File: src/inc/flrg_map.vh
// Constants for the FIFO level and transmit count register group.
// Assumes an 8-bit host register port with 5-bit register addresses.
`ifndef FLRG_MAP_VH
`define FLRG_MAP_VH
`define FLRG_ADDR_TEST        5'h1b
`define FLRG_ADDR_FILL        5'h1c
`define FLRG_ADDR_CNT_HI      5'h1d
`define FLRG_ADDR_CNT_LO      5'h1e
`define FLRG_RESET_BYTE       8'h00
`define FLRG_BIT_FAST_CLOCK   0
`define FLRG_BIT_DEC_TEST     1
`define FLRG_BIT_IO_TEST_LO   2
`define FLRG_BIT_IO_TEST_HI   3
`define FLRG_TEST_MODE_MASK   8'h0e
`define FLRG_BIT_OVERFLOW     7
`define FLRG_FIFO_DEPTH       8'h80
`define FLRG_CNT_ZERO         7'h00
`define FLRG_CNT_ONE          7'h01
`define FLRG_CNT_TOP          7'h7f
`endif

File: src/rtl/flrg_fill_counter.v
// FIFO fill counter with sticky overflow flag.
// Assumes push and pop strobes come from logic on i_clock.
`timescale 1ns/1ps
`include "flrg_map.vh"
module flrg_fill_counter (
   input  wire       i_clock,
   input  wire       i_reset,
   input  wire       i_clear,
   input  wire       i_push,
   input  wire       i_pop,
   output reg  [6:0] o_count,
   output reg        o_full,
   output reg        o_overflow
);
   wire do_push = i_push & ~(o_full & ~i_pop);
   wire do_pop  = i_pop & (o_full | (o_count != `FLRG_CNT_ZERO));
   wire ovf_event = i_push & o_full & ~i_pop;
   always @(posedge i_clock) begin
      if (i_reset) begin
         o_count    <= `FLRG_CNT_ZERO;
         o_full     <= 1'b0;
         o_overflow <= 1'b0;
      end else if (i_clear) begin
         // A lost byte in the clear cycle still shows: set beats clear
         o_count    <= `FLRG_CNT_ZERO;
         o_full     <= 1'b0;
         o_overflow <= ovf_event;
      end else begin
         if (ovf_event)
            o_overflow <= 1'b1;
         if (do_push & ~do_pop) begin
            if (o_count == `FLRG_CNT_TOP)
               o_full <= 1'b1;
            o_count <= o_count + `FLRG_CNT_ONE;
         end else if (do_pop & ~do_push) begin
            if (o_full)
               o_full <= 1'b0;
            o_count <= o_count - `FLRG_CNT_ONE;
         end
      end
   end
endmodule // flrg_fill_counter

File: src/rtl/flrg_regs.v
// Register group: coder test control, FIFO fill level, transmit count.
// Assumes host port decode upstream gives write/read strobes on i_clock;
// chip enable and stop condition arrive from pins and are synchronised here.
//
// How it works
// - Test control register clears on reset or chip enable low.
// - Writing decoder or I/O test bits enters test mode.
// - Test mode holds until host stop; then those bits self-clear.
// - Fast clock bit runs coders straight from the carrier clock.
// - Overflow flag bit 7 sets when more than 128 bytes offered.
// - Low seven bits report bytes waiting in the FIFO; a full FIFO of 128 reads 0.
// - Upper count register clears on reset or chip enable low.
// - Both count registers clear when transmit frame end is sent.
// - Lower bit 0 flags broken byte; bits 3..1 give its bit count.
`timescale 1ns/1ps
`include "flrg_map.vh"
module flrg_regs (
   input  wire        i_clock,
   input  wire        i_reset,
   input  wire        i_chip_enable,
   input  wire        i_host_stop,
   input  wire        i_write,
   input  wire        i_read,
   input  wire [4:0]  i_address,
   input  wire [7:0]  i_write_data,
   input  wire        i_fifo_push,
   input  wire        i_fifo_pop,
   input  wire        i_fifo_clear,
   input  wire        i_tx_frame_end,
   output reg  [7:0]  o_read_data,
   output reg         o_test_mode,
   output reg         o_coder_fast_clock,
   output reg  [11:0] o_tx_byte_count,
   output reg         o_broken_byte_flag,
   output reg  [2:0]  o_partial_bits_count,
   output reg         o_fifo_overflow
);
   ////////////////////////////////////////////////////////////////////
   reg        enable_meta;
   reg        enable_sync;
   reg        stop_meta;
   reg        stop_sync;
   reg        stop_prev;
   reg  [7:0] coder_test_control;
   reg  [7:0] transmit_count_upper;
   reg  [7:0] transmit_count_lower;
   wire [6:0] fill_count;
   wire       fill_full;
   wire       overflow;
   wire       stop_rise = stop_sync & ~stop_prev;
   wire       held_off  = i_reset | ~enable_sync;
   wire       wr_test   = i_write & (i_address == `FLRG_ADDR_TEST);
   wire       wr_hi     = i_write & (i_address == `FLRG_ADDR_CNT_HI);
   wire       wr_lo     = i_write & (i_address == `FLRG_ADDR_CNT_LO);
   wire [6:0] fill_shown = fill_full ? `FLRG_CNT_ZERO : fill_count;

   // Pins pass two flops; stop is edge-detected after the second
   always @(posedge i_clock) begin
      if (i_reset) begin
         enable_meta <= 1'b0;
         enable_sync <= 1'b0;
         stop_meta   <= 1'b0;
         stop_sync   <= 1'b0;
         stop_prev   <= 1'b0;
      end else begin
         enable_meta <= i_chip_enable;
         enable_sync <= enable_meta;
         stop_meta   <= i_host_stop;
         stop_sync   <= stop_meta;
         stop_prev   <= stop_sync;
      end
   end

   ////////////////////////////////////////////////////////////////////
   always @(posedge i_clock) begin
      if (held_off) begin
         coder_test_control <= `FLRG_RESET_BYTE;
      end else if (wr_test) begin
         coder_test_control <= i_write_data;
      end else if (stop_rise) begin
         coder_test_control <= coder_test_control & ~`FLRG_TEST_MODE_MASK;
      end
   end

   // Frame end beats a host write in the same cycle
   always @(posedge i_clock) begin
      if (held_off | i_tx_frame_end) begin
         transmit_count_upper <= `FLRG_RESET_BYTE;
         transmit_count_lower <= `FLRG_RESET_BYTE;
      end else begin
         if (wr_hi)
            transmit_count_upper <= i_write_data;
         if (wr_lo)
            transmit_count_lower <= i_write_data;
      end
   end

   ////////////////////////////////////////////////////////////////////
   flrg_fill_counter u_fill (
      .i_clock    (i_clock),
      .i_reset    (held_off),
      .i_clear    (i_fifo_clear),
      .i_push     (i_fifo_push),
      .i_pop      (i_fifo_pop),
      .o_count    (fill_count),
      .o_full     (fill_full),
      .o_overflow (overflow)
   );

   // Outputs registered; read data mux one cycle after i_read
   always @(posedge i_clock) begin
      if (i_reset) begin
         o_read_data          <= `FLRG_RESET_BYTE;
         o_test_mode          <= 1'b0;
         o_coder_fast_clock   <= 1'b0;
         o_tx_byte_count      <= 12'h000;
         o_broken_byte_flag   <= 1'b0;
         o_partial_bits_count <= 3'h0;
         o_fifo_overflow      <= 1'b0;
      end else begin
         o_test_mode <= |(coder_test_control & `FLRG_TEST_MODE_MASK);
         o_coder_fast_clock   <= coder_test_control[`FLRG_BIT_FAST_CLOCK];
         o_tx_byte_count      <= {transmit_count_upper, transmit_count_lower[7:4]};
         o_broken_byte_flag   <= transmit_count_lower[0];
         o_partial_bits_count <= transmit_count_lower[0] ?
                                 transmit_count_lower[3:1] : 3'h0;
         o_fifo_overflow      <= overflow;
         if (i_read) begin
            case (i_address)
               `FLRG_ADDR_TEST:   o_read_data <= coder_test_control;
               `FLRG_ADDR_FILL:   o_read_data <= {overflow, fill_shown};
               `FLRG_ADDR_CNT_HI: o_read_data <= transmit_count_upper;
               `FLRG_ADDR_CNT_LO: o_read_data <= transmit_count_lower;
               default:           o_read_data <= `FLRG_RESET_BYTE;
            endcase
         end
      end
   end
endmodule // flrg_regs

File: config.mk
export PLATFORM = sky130hd
export DESIGN_NAME = flrg_regs
export DESIGN_NICKNAME = d
export VERILOG_FILES = /design/src/rtl/flrg_fill_counter.v /design/src/rtl/flrg_regs.v
export VERILOG_INCLUDE_DIRS = /design/src /design/src/inc
export SDC_FILE = /design/constraint.sdc
export NUM_CORES = 1
export LEC_CHECK = 0
export ABC_AREA = 1
export BUFFER_PORTS_ARGS = -buffer_cell sky130_fd_sc_hd__buf_2
export CORE_MARGIN = 4
export CORE_UTILIZATION = 50
export CTS_CLUSTER_DIAMETER = 80
export DETAILED_ROUTE_END_ITERATION = 8
export PLACE_DENSITY = 0.75
export SLEW_MARGIN = 20
export SYNTH_ARGS = -nofsm -noshare
export SYNTH_HDL_FRONTEND = slang
export SYNTH_SLANG_ARGS = --single-unit
File: constraint.sdc
create_clock -name i_clock -period 2.2 [get_ports i_clock]
set_input_delay 0.33 -clock i_clock [delete_from_list [all_inputs] [get_ports i_clock]]
set_output_delay 0.33 -clock i_clock [all_outputs]
set_load 0.01 [all_outputs]
==> key figures <==
Outcome
  – Status: finished clean

Flow run
  – Max cap viols: 0

Critical path
  – Buf+Inv Stages, Crit Path: 3
  – CP max stage delay: 320 ps
  – CP cell instances: inv_1 -> nand4_1 -> o21ai_2 -> ha_2 -> inv_4 -> ha_1 -> or2_2 -> nand3b_1 -> nand2_1 -> nand2_1 -> nand3_1 -> nand2_1 -> inv_1
  – Critical path depth: 13
  – Required time of the critical path: 2440 ps
  – Crit-path most repeated cell: nand2_1
  – Critical path's top delay family: simple AND/OR/NAND/NOR gates
  – Worst setup SP type: flip-flop
  – Setup CP Type: flip-flop to flip-flop
  – Crit-path slowest cell: dfxtp_1
  – Critical Path Fanout Max: 8
  – CP arrival: 2320 ps
  – Worst reg2reg path depth: 13
  – Crit. End Element: flip-flop

Finish
  – Final Net Count: 458
  – N_diodes: 0
  – Fin util: 62.29%
  – Layout cells sized above 1: 25.23%
  – Filler instances: 512
  – Area growth from synthesis to layout: 19.50%

Timing
  – Slew @ Worst Pin: 728.3 ps
  – RSZ-0062 raised after global routing: true
  – Clock Skew: 9.342 ps
  – Final Hold Viols: 0
  – Max-slew headroom: 51.45%
  – Crit share post-route: 94.79%
  – Setup violations, final: 0
  – Setup Total Neg Slack: 0 ps
  – Max Clock Freq: 479.5 MHz
  – Slew Limit Fails: 0
  – Minimum clock period: 2085 ps

Synth
  – #FFs+latches synth: 65
  – Post-Synthesis Cells: 366
  – Post-Synth Simple-Gate Area: 27.86%
  – Synthesized-area fraction occupied by adder cells: 3.726%
  – Post-synthesis xor/xnor area fraction: 1.213%
  – Compound-cell area share of the yosys netlist: 12.69%
  – Post-synthesis mux area share: 0%
  – Largest cells by area after synthesis: dfxtp_1, nand2_1, nand3_1
  – Syn Area/Cell: 7.890 um2
  – Ys flop type: dfxtp_1
  – Register area share after synthesis: 45.06%
  – Most frequent cell after synthesis: dfxtp_1
  – Async SR Flop Fraction: 0%
  – Post-synth top area cell: dfxtp_1
  – Post-synth net total: 397
  – Syn. warnings: 0
  – Largest family of logic cells by synthesized area: simple AND/OR/NAND/NOR gates
  – Post-synth top cells: dfxtp_1, nand2_1, nor2_1, inv_1, nand3_1
  – Synth Cell Area: 2888 um2
  – Synth top area share: 45.06%
  – Cell variety after synth: 35
  – Number of flops mapped to enable cells by yosys: 0

Min path
  – Hold Path Stages: 3
  – Hold Path Class: primary input to flip-flop

Route
  – Vias per Instance: 5.034
  – ANT nets after route: 0
  – DRC Markers: 0
  – Final wirelength: 6399 um
  – 1st-pass router iterations: 4
  – WL per Instance: 12.70 um
  – Vias: 2537
  – DRT iter0 DRCs: 139

Clock network
  – Clock slew at reported path FFs: 70 ps
  – CTS tree: yes
  – Root buf cell: clkbuf_8
  – Clk sink count: 65
  – Max clock buf depth: 2
  – H-Tree Depth: 3
  – Latest clock arrival within the worst-skew pair: 340 ps
  – Total CTS buffers: 9

Power
  – Net Sw Frac: 23.54%
  – Internal power: 1783 uW
  – Power density over the cells: 675.8 nW/um2
  – P_leak: 0.001557 uW
  – Maximum VDD drop: 0.0003720 V
  – Seq pwr share: 50.7%
  – Comb pwr share: 6.5%
  – Tot Pwr: 2332 uW
  – NetSw: 549.0 uW
  – Clock power frac: 42.8%

Global routing
  – Initial antenna violation count: 0
  – GR Overflow Total: 0
  – Pin count of the biggest net entering global routing: 30
  – Total GRT Usage: 19.24%
  – Vias in the first global route: 2402
  – First-pass GRT wire length: 10890 um

Floorplanning
  – Io pins: 50
  – Starting density of the core: 52.12%
  – Chip height: 84.00 um
  – Die width: 84.00 um
  – Core area: 5540 um2
  – Core Rows: 27
  – DIE AREA: 7055 um2

Place
  – Placer Congestion: 0.8568
  – I/O Buffers: 49
  – Post-DP HPWL: 4946 um
==> power by group through the flow <==
stage | clock network [uW] | logic (uW) | registers (uW)
4_1_cts | 1020 | 149 | 1180
5_1_grt | 1080 | 170 | 1180
6_report | 997 | 151 | 1180
2_1_floorplan | 0 | 91.5 | 1210
3_3_place_gp | 0 | 146 | 1210
3_5_place_dp | 0 | 148 | 1210
==> per-stage QoR <==
stage / area, um2 / instances / hold slack, ps / setup WS (ps)
after CTS: 3425 / 502 / 182.8 / 24.15
after global placement: 3228 / 486 / 394.2 / 68.77
final: 3451 / 504 / 193.3 / 114.6
after floorplan: 2889 / 366 / 388.3 / 45.74
after global routing: 3451 / 504 / 202.9 / -2.937
after detailed placement: 3228 / 486 / 395.8 / -37.41
==> cell usage in the layout (no fill, tap or decap), types with 2 or more instances in the layout <==
master      instances
dfxtp_1            63
nand2_1            57
nor2_1             50
buf_2              49
inv_1              44
nand3_1            41
a21oi_1            25
buf_4              12
clkbuf_8           10
a211oi_1            9
a211oi_2            8
o21ai_1             6
o21ai_0             6
ha_1                6
inv_2               5
nand4_1             4
nor2_4              3
xnor2_1             3
inv_4               2
nand3_4             2
or2_2               2
nor2_2              2
nor4_1              2
clkinv_2            2
clkinvlp_4          2
dfxtp_2             2
==> worst min-delay path: stages <==
cell and delay [ps]:
buf_2 70, inv_1 30, nor2_1 60
==> path summary, 6_finish.rpt <==
| check | from | end | slack (ps) |
|---|---|---|---|
| worst max-delay path | u_fill.o_count[5] | u_fill.o_count[5] | 110 |
| worst min-delay path | i_chip_enable | enable_meta | 190 |
| worst max register to register | u_fill.o_count[5] | u_fill.o_count[5] | 110 |
| worst min register to register | stop_meta | stop_sync | 400 |
==> layer usage <==
metal  vias to the layer above  wire (um)  GRT usage, %
li1                       1313          -             -
met1                      1175       2843         23.80
met2                        44       3217         32.68
met3                         5        269         4.738
met4                         0         69         6.287
met5                         -          0             0
==> repair_timing <==
| item | 4_1_cts | 5_1_grt |
|---|---|---|
| gates resized for setup | 1 | 10 |
| endpoints found under the setup margin | 3 | 4 |
| hold buffers | 0 | 0 |
| endpoints found under the hold margin | 0 | 0 |
| buffers inserted | 0 | 2 |
| pin swaps | 0 | 4 |
==> kinds of logic after synthesis <==
kind of cell,after synthesis
AO/OA/AOI/OAI,56
XOR/XNOR,4
adder cells (fa/ha/maj),8
buffers and inverters,63
flip-flops,65
AND/OR/NAND/NOR,170
==> registers in the layout, indices dropped and copies added (netlist names), 3 cells and up <==
register / count
transmit_count_upper: 8
o_tx_byte_count: 12
transmit_count_lower: 8
o_read_data: 8
o_partial_bits_count: 3
u_fill.o_count: 7
coder_test_control: 8
==> cell type report <==
type / instances / area, um2 / area share [%]
Clock inverter: 5 / 55.05 / 1.595
Sequential cell: 65 / 1304 / 37.78
Timing Repair Buffer: 61 / 335.3 / 9.717
Inverter: 52 / 205.2 / 5.946
Tap cell: 72 / 90.09 / 2.611
Multi-Input combinational cell: 238 / 1320 / 38.25
Clock buffer: 11 / 141.4 / 4.097
Note: power is estimated with default switching activity, not from simulation.
